**src/ilc_pkg.sv**
```systemverilog
`default_nettype none
package ilc_pkg;
    // Register indices; byte address on the bus is four times the index
    localparam logic [9:0] ILC_IDX_CODE_LEN = 10'h015;
    localparam logic [9:0] ILC_IDX_ACT_CODE = 10'h017;
    localparam logic [9:0] ILC_IDX_DEACT_CODE = 10'h018;
    localparam logic [9:0] ILC_IDX_LOOP = 10'h019;
    localparam logic [9:0] ILC_IDX_EDGE = 10'h01a;
    localparam logic [9:0] ILC_IDX_FLAG = 10'h020;
    localparam logic [9:0] ILC_IDX_MASK = 10'h021;
    localparam logic [9:0] ILC_IDX_STATE = 10'h022;

    // Reset values
    localparam logic [3:0] ILC_RST_LEN = 4'h1;
    localparam logic [7:0] ILC_RST_ACT = 8'h01;
    localparam logic [7:0] ILC_RST_DEACT = 8'h09;
    localparam logic [3:0] ILC_RST_LOOP = 4'h0;
    localparam logic [6:0] ILC_RST_EDGE = 7'h00;
    localparam logic [9:0] ILC_RST_MASK = 10'h3ff;

    // Loopback control fields
    localparam int ILC_LOOP_AUTO = 3;
    localparam int ILC_LOOP_DIG = 2;
    localparam int ILC_LOOP_REM = 1;
    localparam int ILC_LOOP_ANA = 0;
    // Code length fields
    localparam int ILC_LEN_ACT = 2;
    localparam int ILC_LEN_DEACT = 0;
    // Edge select fields
    localparam int ILC_ES_IB = 0;
    localparam int ILC_ES_LOS = 1;
    localparam int ILC_ES_TLOS = 2;
    localparam int ILC_ES_TCK = 3;
    localparam int ILC_ES_TOC = 4;
    localparam int ILC_ES_PA = 5;
    localparam int ILC_ES_AIS = 6;
    // Flag positions in the flag and mask registers
    localparam int ILC_F_LLOS = 0;
    localparam int ILC_F_SLOS = 1;
    localparam int ILC_F_TLOS = 2;
    localparam int ILC_F_TCK = 3;
    localparam int ILC_F_TOC = 4;
    localparam int ILC_F_PA = 5;
    localparam int ILC_F_LAIS = 6;
    localparam int ILC_F_SAIS = 7;
    localparam int ILC_F_IBD = 8;
    localparam int ILC_F_IBA = 9;
    localparam int ILC_NFLAG = 10;

    // Hold time before an automatic loopback change
    localparam int unsigned ILC_HOLD_MS = 5100;
    localparam int unsigned ILC_CLK_KHZ = 100000;
    localparam int unsigned ILC_HOLD_CYC = ILC_HOLD_MS * ILC_CLK_KHZ;
    localparam logic [1:0] ILC_LEN_BASE = 2'h3;

    typedef enum logic {
        ILC_LP_OFF,
        ILC_LP_ON
    } ilc_lp_type;

    // Code match on the low 5 to 8 bits; bit 0 holds the newest bit
    function automatic logic ilc_match(input logic [7:0] sh,
                                       input logic [7:0] code,
                                       input logic [1:0] len);
        logic [7:0] keep;
        keep = 8'hff >> (ILC_LEN_BASE - len);
        return ((sh ^ code) & keep) == 8'h00;
    endfunction : ilc_match

    // Byte-lane write of a narrow register; unused bits stay zero
    function automatic logic [7:0] ilc_wr8(input logic [7:0] old,
                                           input logic [7:0] dat,
                                           input logic sel,
                                           input logic [7:0] keep);
        return (sel ? dat : old) & keep;
    endfunction : ilc_wr8

    // Expand edge selects to one any-edge enable per flag
    function automatic logic [9:0] ilc_any_en(input logic [6:0] es);
        logic [9:0] en;
        en = 10'h000;
        en[ILC_F_LLOS] = es[ILC_ES_LOS];
        en[ILC_F_SLOS] = es[ILC_ES_LOS];
        en[ILC_F_TLOS] = es[ILC_ES_TLOS];
        en[ILC_F_TCK] = es[ILC_ES_TCK];
        en[ILC_F_TOC] = es[ILC_ES_TOC];
        en[ILC_F_PA] = es[ILC_ES_PA];
        en[ILC_F_LAIS] = es[ILC_ES_AIS];
        en[ILC_F_SAIS] = es[ILC_ES_AIS];
        en[ILC_F_IBD] = es[ILC_ES_IB];
        en[ILC_F_IBA] = es[ILC_ES_IB];
        return en;
    endfunction : ilc_any_en
endpackage : ilc_pkg
`default_nettype wire

```
**src/ilc_loop_ctrl.sv**
```systemverilog
`default_nettype none
// Notes on behaviour
// - Match received bits against activate code
// - Match received bits against deactivate code
// - One activate code register shared by both paths
// - Auto enter loopback after 5.1 s activate
// - Auto leave loopback after 5.1 s deactivate
// - Control bit 3 enables automatic loopback
// - Control bit 2 forces digital loopback
// - Control bit 1 forces remote loopback
// - Control bit 0 drives analog loopback output
// - AIS select: rising or either edge flags
// - Pattern-sync select: rising or either edge
// - Overcurrent select: rising or either edge
// - Clock-missing select: rising or either edge
// - Transmit signal-loss select: rising or either
// - Signal-loss select: line and system states
// - Inband select: activate and deactivate states
// - Length field 00..11 selects 5..8 bits
module ilc_loop_ctrl
    import ilc_pkg::*;
#(
    parameter int unsigned HOLD_CYC = ILC_HOLD_CYC
) (
    input wire logic clk_i,
    input wire logic arst_n_i,
    input wire logic wb_cyc_i,
    input wire logic wb_stb_i,
    input wire logic wb_we_i,
    input wire logic [11:0] wb_adr_i,
    input wire logic [3:0] wb_sel_i,
    input wire logic [31:0] wb_dat_i,
    output logic [31:0] wb_dat_o,
    output logic wb_ack_o,
    input wire logic tx_bit_i,
    input wire logic tx_bit_en_i,
    input wire logic rx_bit_i,
    input wire logic rx_bit_en_i,
    input wire logic line_sigloss_state_i,
    input wire logic sys_sigloss_state_i,
    input wire logic tx_sigloss_state_i,
    input wire logic txclk_miss_state_i,
    input wire logic overcurrent_state_i,
    input wire logic patsync_state_i,
    input wire logic line_ais_state_i,
    input wire logic sys_ais_state_i,
    output logic dig_loop_o,
    output logic rem_loop_o,
    output logic ana_loop_o,
    output logic auto_loop_o,
    output logic [9:0] irq_flags_o,
    output logic irq_o
);

    typedef struct packed {
        logic [7:0] act_code;
        logic [7:0] deact_code;
        logic [1:0] act_len;
        logic [1:0] deact_len;
        logic [3:0] loop;
        logic [6:0] edge_sel;
        logic [9:0] flags;
        logic [9:0] mask;
        logic [9:0] prev;
        logic [7:0] sh_tx;
        logic [7:0] sh_rx;
        logic [3:0] hit;
        ilc_lp_type [1:0] lp;
        logic [1:0][31:0] cnt;
        logic ack;
        logic [31:0] dat;
        logic dig;
        logic rem;
        logic ana;
        logic auto_on;
        logic irq;
    } ilc_state_type;

    ilc_state_type st_ff;
    ilc_state_type nxt_st;
    logic [9:0] cur;
    logic [9:0] ev;
    logic [9:0] clr;
    logic [9:0] idx;
    logic take;
    logic wr;
    logic want;
    logic [31:0] rd;

    // Word index; bytes within a word are chosen by the lane selects
    assign idx = wb_adr_i[11:2];

    // Status bits as seen this cycle; inband states from either path
    always_comb begin
        cur = 10'h000;
        cur[ILC_F_LLOS] = line_sigloss_state_i;
        cur[ILC_F_SLOS] = sys_sigloss_state_i;
        cur[ILC_F_TLOS] = tx_sigloss_state_i;
        cur[ILC_F_TCK] = txclk_miss_state_i;
        cur[ILC_F_TOC] = overcurrent_state_i;
        cur[ILC_F_PA] = patsync_state_i;
        cur[ILC_F_LAIS] = line_ais_state_i;
        cur[ILC_F_SAIS] = sys_ais_state_i;
        cur[ILC_F_IBD] = st_ff.hit[1] | st_ff.hit[3];
        cur[ILC_F_IBA] = st_ff.hit[0] | st_ff.hit[2];
    end

    // Read mux; unmapped indices and reserved bits read zero
    always_comb begin
        rd = 32'h0000_0000;
        case (idx)
            ILC_IDX_CODE_LEN: rd[3:0] = {st_ff.act_len, st_ff.deact_len};
            ILC_IDX_ACT_CODE: rd[7:0] = st_ff.act_code;
            ILC_IDX_DEACT_CODE: rd[7:0] = st_ff.deact_code;
            ILC_IDX_LOOP: rd[3:0] = st_ff.loop;
            ILC_IDX_EDGE: rd[6:0] = st_ff.edge_sel;
            ILC_IDX_FLAG: rd[9:0] = st_ff.flags;
            ILC_IDX_MASK: rd[9:0] = st_ff.mask;
            ILC_IDX_STATE: rd[5:0] = {st_ff.lp[1] == ILC_LP_ON,
                                      st_ff.lp[0] == ILC_LP_ON,
                                      cur[ILC_F_IBA], cur[ILC_F_IBD],
                                      st_ff.hit[2], st_ff.hit[0]};
            default: rd = 32'h0000_0000;
        endcase
    end

    // Next state: bus, code matching, edge flags, automatic loopback
    always_comb begin
        nxt_st = st_ff;
        take = wb_cyc_i & wb_stb_i & ~st_ff.ack;
        // A write commits only at the edge where the master sees ack, so
        // a cycle dropped before its answer never changes a register
        wr = wb_cyc_i & wb_stb_i & wb_we_i & st_ff.ack;
        want = 1'b0;
        nxt_st.ack = take;
        nxt_st.dat = take ? rd : 32'h0000_0000;

        // Writes land at the edge where ack is sampled high
        if (wr) begin
            case (idx)
                ILC_IDX_CODE_LEN: begin
                    if (wb_sel_i[0]) begin
                        nxt_st.act_len = wb_dat_i[ILC_LEN_ACT +: 2];
                        nxt_st.deact_len = wb_dat_i[ILC_LEN_DEACT +: 2];
                    end
                end
                ILC_IDX_ACT_CODE: nxt_st.act_code = ilc_wr8(st_ff.act_code,
                    wb_dat_i[7:0], wb_sel_i[0], 8'hff);
                ILC_IDX_DEACT_CODE: nxt_st.deact_code = ilc_wr8(
                    st_ff.deact_code, wb_dat_i[7:0], wb_sel_i[0], 8'hff);
                ILC_IDX_LOOP: nxt_st.loop = 4'(ilc_wr8({4'h0, st_ff.loop},
                    wb_dat_i[7:0], wb_sel_i[0], 8'h0f));
                ILC_IDX_EDGE: nxt_st.edge_sel = 7'(ilc_wr8(
                    {1'b0, st_ff.edge_sel}, wb_dat_i[7:0], wb_sel_i[0],
                    8'h7f));
                ILC_IDX_MASK: begin
                    if (wb_sel_i[0]) nxt_st.mask[7:0] = wb_dat_i[7:0];
                    if (wb_sel_i[1]) nxt_st.mask[9:8] = wb_dat_i[9:8];
                end
                default: nxt_st.loop = st_ff.loop;
            endcase
        end

        // Write-one-to-clear of flags, per byte lane
        clr = 10'h000;
        if (wr && idx == ILC_IDX_FLAG) begin
            clr = {wb_sel_i[1] ? wb_dat_i[9:8] : 2'h0,
                   wb_sel_i[0] ? wb_dat_i[7:0] : 8'h00};
        end

        // Serial shifters; newest bit sits in bit 0
        if (tx_bit_en_i) nxt_st.sh_tx = {st_ff.sh_tx[6:0], tx_bit_i};
        if (rx_bit_en_i) nxt_st.sh_rx = {st_ff.sh_rx[6:0], rx_bit_i};
        nxt_st.hit[0] = ilc_match(st_ff.sh_tx, st_ff.act_code,
                                  st_ff.act_len);
        nxt_st.hit[1] = ilc_match(st_ff.sh_tx, st_ff.deact_code,
                                  st_ff.deact_len);
        nxt_st.hit[2] = ilc_match(st_ff.sh_rx, st_ff.act_code,
                                  st_ff.act_len);
        nxt_st.hit[3] = ilc_match(st_ff.sh_rx, st_ff.deact_code,
                                  st_ff.deact_len);

        // Rising edges always count, falling ones only where selected
        ev = (cur & ~st_ff.prev) |
             ((cur ^ st_ff.prev) & ilc_any_en(st_ff.edge_sel));
        nxt_st.prev = cur;
        // A new event beats a clear in the same cycle
        nxt_st.flags = (st_ff.flags & ~clr) | ev;

        // Path 0 is transmit (digital), path 1 receive (remote)
        for (int p = 0; p < 2; p++) begin
            case (st_ff.lp[p])
                ILC_LP_OFF: want = st_ff.hit[2 * p];
                ILC_LP_ON: want = st_ff.hit[2 * p + 1];
                default: want = 1'b0;
            endcase
            if (!st_ff.loop[ILC_LOOP_AUTO]) begin
                nxt_st.lp[p] = ILC_LP_OFF;
                nxt_st.cnt[p] = 32'h0000_0000;
            end else if (!want) begin
                // Any break in the code restarts the hold time
                nxt_st.cnt[p] = 32'h0000_0000;
            end else if (st_ff.cnt[p] == 32'(HOLD_CYC)) begin
                nxt_st.lp[p] = (st_ff.lp[p] == ILC_LP_OFF) ?
                               ILC_LP_ON : ILC_LP_OFF;
                nxt_st.cnt[p] = 32'h0000_0000;
            end else begin
                nxt_st.cnt[p] = st_ff.cnt[p] + 32'h0000_0001;
            end
        end

        // Registered outputs follow the next state, so no extra lag
        nxt_st.dig = nxt_st.loop[ILC_LOOP_DIG] |
                     (nxt_st.lp[0] == ILC_LP_ON);
        nxt_st.rem = nxt_st.loop[ILC_LOOP_REM] |
                     (nxt_st.lp[1] == ILC_LP_ON);
        nxt_st.ana = nxt_st.loop[ILC_LOOP_ANA];
        nxt_st.auto_on = (nxt_st.lp[0] == ILC_LP_ON) |
                         (nxt_st.lp[1] == ILC_LP_ON);
        nxt_st.irq = |(nxt_st.flags & ~nxt_st.mask);
    end

    // State register; reset restores every documented default
    always_ff @(posedge clk_i or negedge arst_n_i) begin
        if (!arst_n_i) begin
            st_ff <= '0;
            st_ff.act_code <= ILC_RST_ACT;
            st_ff.deact_code <= ILC_RST_DEACT;
            st_ff.act_len <= ILC_RST_LEN[ILC_LEN_ACT +: 2];
            st_ff.deact_len <= ILC_RST_LEN[ILC_LEN_DEACT +: 2];
            st_ff.loop <= ILC_RST_LOOP;
            st_ff.edge_sel <= ILC_RST_EDGE;
            st_ff.mask <= ILC_RST_MASK;
            st_ff.lp[0] <= ILC_LP_OFF;
            st_ff.lp[1] <= ILC_LP_OFF;
        end else begin
            st_ff <= nxt_st;
        end
    end

    // Outputs straight from the state register
    assign wb_dat_o = st_ff.dat;
    assign wb_ack_o = st_ff.ack;
    assign dig_loop_o = st_ff.dig;
    assign rem_loop_o = st_ff.rem;
    assign ana_loop_o = st_ff.ana;
    assign auto_loop_o = st_ff.auto_on;
    assign irq_flags_o = st_ff.flags;
    assign irq_o = st_ff.irq;
endmodule : ilc_loop_ctrl
`default_nettype wire

```
**config.mk**
```make
export PLATFORM = sky130hd
export DESIGN_NAME = ilc_loop_ctrl
export DESIGN_NICKNAME = d
export VERILOG_FILES = /design/src/ilc_pkg.sv /design/src/ilc_loop_ctrl.sv
export SDC_FILE = /design/constraint.sdc
export NUM_CORES = 1
export LEC_CHECK = 0
export BUFFER_PORTS_ARGS = -buffer_cell sky130_fd_sc_hd__buf_4
export CORE_MARGIN = 1
export CORE_UTILIZATION = 52
export CTS_CLUSTER_SIZE = 12
export DETAILED_ROUTE_END_ITERATION = 12
export PLACE_DENSITY = 0.77
export SYNTH_ARGS = -nofsm -noshare
export SYNTH_HDL_FRONTEND = slang
export SYNTH_SLANG_ARGS = --single-unit
```
**constraint.sdc**
```tcl
create_clock -name clk_i -period 2.3 [get_ports clk_i]
set_clock_uncertainty 0.2 [all_clocks]
set_input_delay 0.115 -clock clk_i [delete_from_list [all_inputs] [get_ports clk_i]]
set_output_delay 0.115 -clock clk_i [all_outputs]
set_load 0.02 [all_outputs]
```
==> metrics.md <==
| Metric | Value |
|---|---|
| Ys Warns | `0` |
| Fin nets | `between 900 and 1000` |
| Worst slew pin tran | `0.515 ns` |
| Register bit count reported by yosys | `162` |
| Static leakage | `4.48 nW` |
| Initial DRC count | `roughly 450` |
| Gp weighted congestion | `between 0.9 and 1` |
| Sequential element share of the synthesized area | `49.6%` |
| Fraction of layout cells with a size suffix above 1 | `around 22%` |
| # diodes | `0` |
| Worst Setup Start Kind | `input pin` |
| Final setup viols | `0` |
| P&R area growth vs syn | `21.4%` |
| M2 GR Usage | `between 30% and 40%` |
| CTS H-tree lvls | `4` |
| Initial Util | `53.6%` |
| Min-delay worst type | `input pin to async pin` |
| Met1 usage | `32.5%` |
| Crit Path Class | `input pin to flop` |
| Ys flop type | `dfrtp_1` |
| Largest net degree at the start of global routing | `56` |
| Busiest grt layer | `met2` |
| Placed cell areas | `0.00900 sq mm` |
| Total number of vias | `6105` |
| Vias in the first global route | `5972` |
| Most frequent cells in the layout | `dfrtp_1, buf_4, nor2_1` |
| Overall power | `6.37 mW` |
| Max-cap violations | `0` |
| Clk_lat worst skew | `0.44 ns` |
| DIE AREA | `0.0163 sq mm` |
| CP Capture Type | `flop` |
| Synth Instances | `782` |
| CP max FO | `10` |
| GR Util All Layers | `24.0%` |
| Crit path arrival time | `2.33 ns` |
| Fin crit share | `97.1%` |
| DR vias/cell | `5.42` |
| DIE HEIGHT | `128 um` |
| Dpl hpwl | `12800 um` |
| Total wire length | `18400 um` |
| Post-Syn Area | `0.00821 sq mm` |
| Clock sink total | `around 160` |
| DRC viols | `0` |
| Avg WL per Cell | `16.4 um` |
| Crit path time final | `2.23 ns` |
| Finished layout cell area | `about 0.01 sq mm` |
| 1st-pass router iterations | `7` |
| Fin. Hold Viols | `0` |
| FP Rows | `45` |
| ANT nets after route | `0` |
| Outcome | `complete, no violations` |
| Post-layout util | `approximately two thirds` |
| FMAX | `0.448 GHz` |
| First-pass GRT wire length | `30000 um` |
| Ys async rst share | `100%` |
| M3 GR Usage | `between 5 and 6%` |
| EDFF count, synth | `0` |
| CP required | `2.40 ns` |
| Worst-path clk slew | `~0.07 ns` |
| Slew headroom | `65.6%` |
| Grt total ovfl | `0` |
| Max VDD drop | `0.539 mV` |
| Avg Cell Area, Syn | `10.5 sq um` |
| I/O Buffers | `64` |
| CTS tree | `built` |
| Final Slew Violations | `0` |
| Total core area | `0.0153 sq mm` |
| Commonest non-fill, non-tap cell in the layout | `dfrtp_1` |
| Power per cell area | `640 mW/mm^2` |
| CTS buffer count | `17` |
| Netlist cell types | `64` |
| Die Wd | `128 um` |
| IO Pins | `113` |
| Worst-case clock buffer depth | `2` |
| Initial antenna violation count | `0` |
| Root Buffer | `clkbuf_16` |
==> registers in the layout, indices dropped and copies added (netlist names) <==
name	flops
irq_o	1
st_ff	137
rem_loop_o	1
wb_dat_o	10
irq_flags_o	10
dig_loop_o	1
auto_loop_o	1
wb_ack_o	1
==> through the flow <==
| stage | setup WS, ns | cells | hold WS [ns] | setup TNS, ns |
|---|---|---|---|---|
| global placement | 0.0212 | 1062 | -0.0908 | 0 |
| detailed placement | 0.000363 | 1062 | -0.0928 | 0 |
| CTS | 0.0210 | 1125 | 0.00308 | 0 |
| finish | 0.0677 | 1127 | 0.00817 | 0 |
| global route | -0.0135 | 1127 | 0.0372 | -0.0135 |
| floorplan | 0.144 | 803 | -0.381 | 0 |
==> per-layer routing <==
metal	part of all wire (%)	up-vias	wire, um
met5	0	-	0
met4	2.1	0	391
met3	5.0	26	919
met2	48	189	8840
met1	45	2996	8290
li1	-	2894	-
==> worst max-delay path: stages <==
cell           delay (ns)
dlygate4sd3_1        0.53
buf_4                0.15
nor4_2               0.26
and3_1               0.24
buf_4                0.21
nand4_1              0.14
a221o_1              0.35
a22oi_1              0.19
nand4_1              0.13
==> report_power, final <==
group          total [mW]  switching (mW)  internal [mW]
Clock                2.78            1.21           1.57
Combinational       0.540           0.272          0.268
Sequential           3.05           0.109           2.95
Total                6.37            1.59           4.78
==> cell type report <==
class | instances | area [sq um]
fill | 1221 | 5360
sequential | 162 | 4070
multi-input combinational | 535 | 3680
timing repair buffer | 139 | 1190
clock buffer | 19 | 453
tap | 211 | 264
inverter | 48 | 180
clock inverter | 13 | 126
==> cells by family (layout without fill, tap and decap cells) <==
| group | Yosys count | count (layout) | share of synthesized area [%] |
|---|---|---|---|
| flip-flops | 162 | 162 | 49.6 |
| XOR/XNOR | 85 | 85 | 9.07 |
| adder cells (fa/ha/maj) | 14 | 14 | 2.13 |
| buffers and inverters | 106 | 219 | 7.15 |
| AO/OA/AOI/OAI | 89 | 89 | 7.23 |
| AND/OR/NAND/NOR | 272 | 272 | 17.6 |
| other | 1 | 22 | 0.0457 |
| multiplexers | 53 | 53 | 7.20 |
==> final timing paths <==
kind | slack, ns | cells after the start | endpoint | startpoint
setup / recovery | 0.07 | 9 | irq_o$_DFF_PN0_ | wb_adr_i[10]
hold / removal | 0.008 | 2 | st_ff[176]$_DFFE_PN0P_ | arst_n_i
setup reg to reg | 0.08 | 6 | irq_o$_DFF_PN0_ | st_ff[104]$_DFF_PN0_
hold reg to reg | 0.29 | 1 | st_ff[70]$_DFF_PN0_ | st_ff[70]$_DFF_PN0_
max in group asynchronous | 1.17 | 3 | st_ff[135]$_DFF_PN1_ | arst_n_i
min in group clk_i | 0.03 | 6 | irq_flags_o[7]$_DFF_PN0_ | wb_adr_i[2]
==> cell usage after synthesis (19+ instances only) <==
cell type    n  share of area [%]
a21oi_1     23                1.4
buf_4       46                4.2
dfrtp_1    148                 45
inv_1       48                2.2
mux2_1      19                2.6
mux2_2      25                3.4
nand2_1     67                3.1
nand3_1     23                1.4
nand4_1     19                1.4
nor2_1      74                3.4
o21ai_0     19                1.2
xnor2_1     33                3.5
xor2_1      52                5.6
==> timing repair <==
action | in CTS | in global routing
gates resized for setup | 1 | 9
endpoints found under the setup margin | 2 | 70
endpoints found under the hold margin | 234 | 0
cloned | 0 | 0
pin swaps | 0 | 5
buffers inserted | 0 | 2
hold buffers | 31 | 0
No activity file was read; power rests on OpenSTA's default activity.
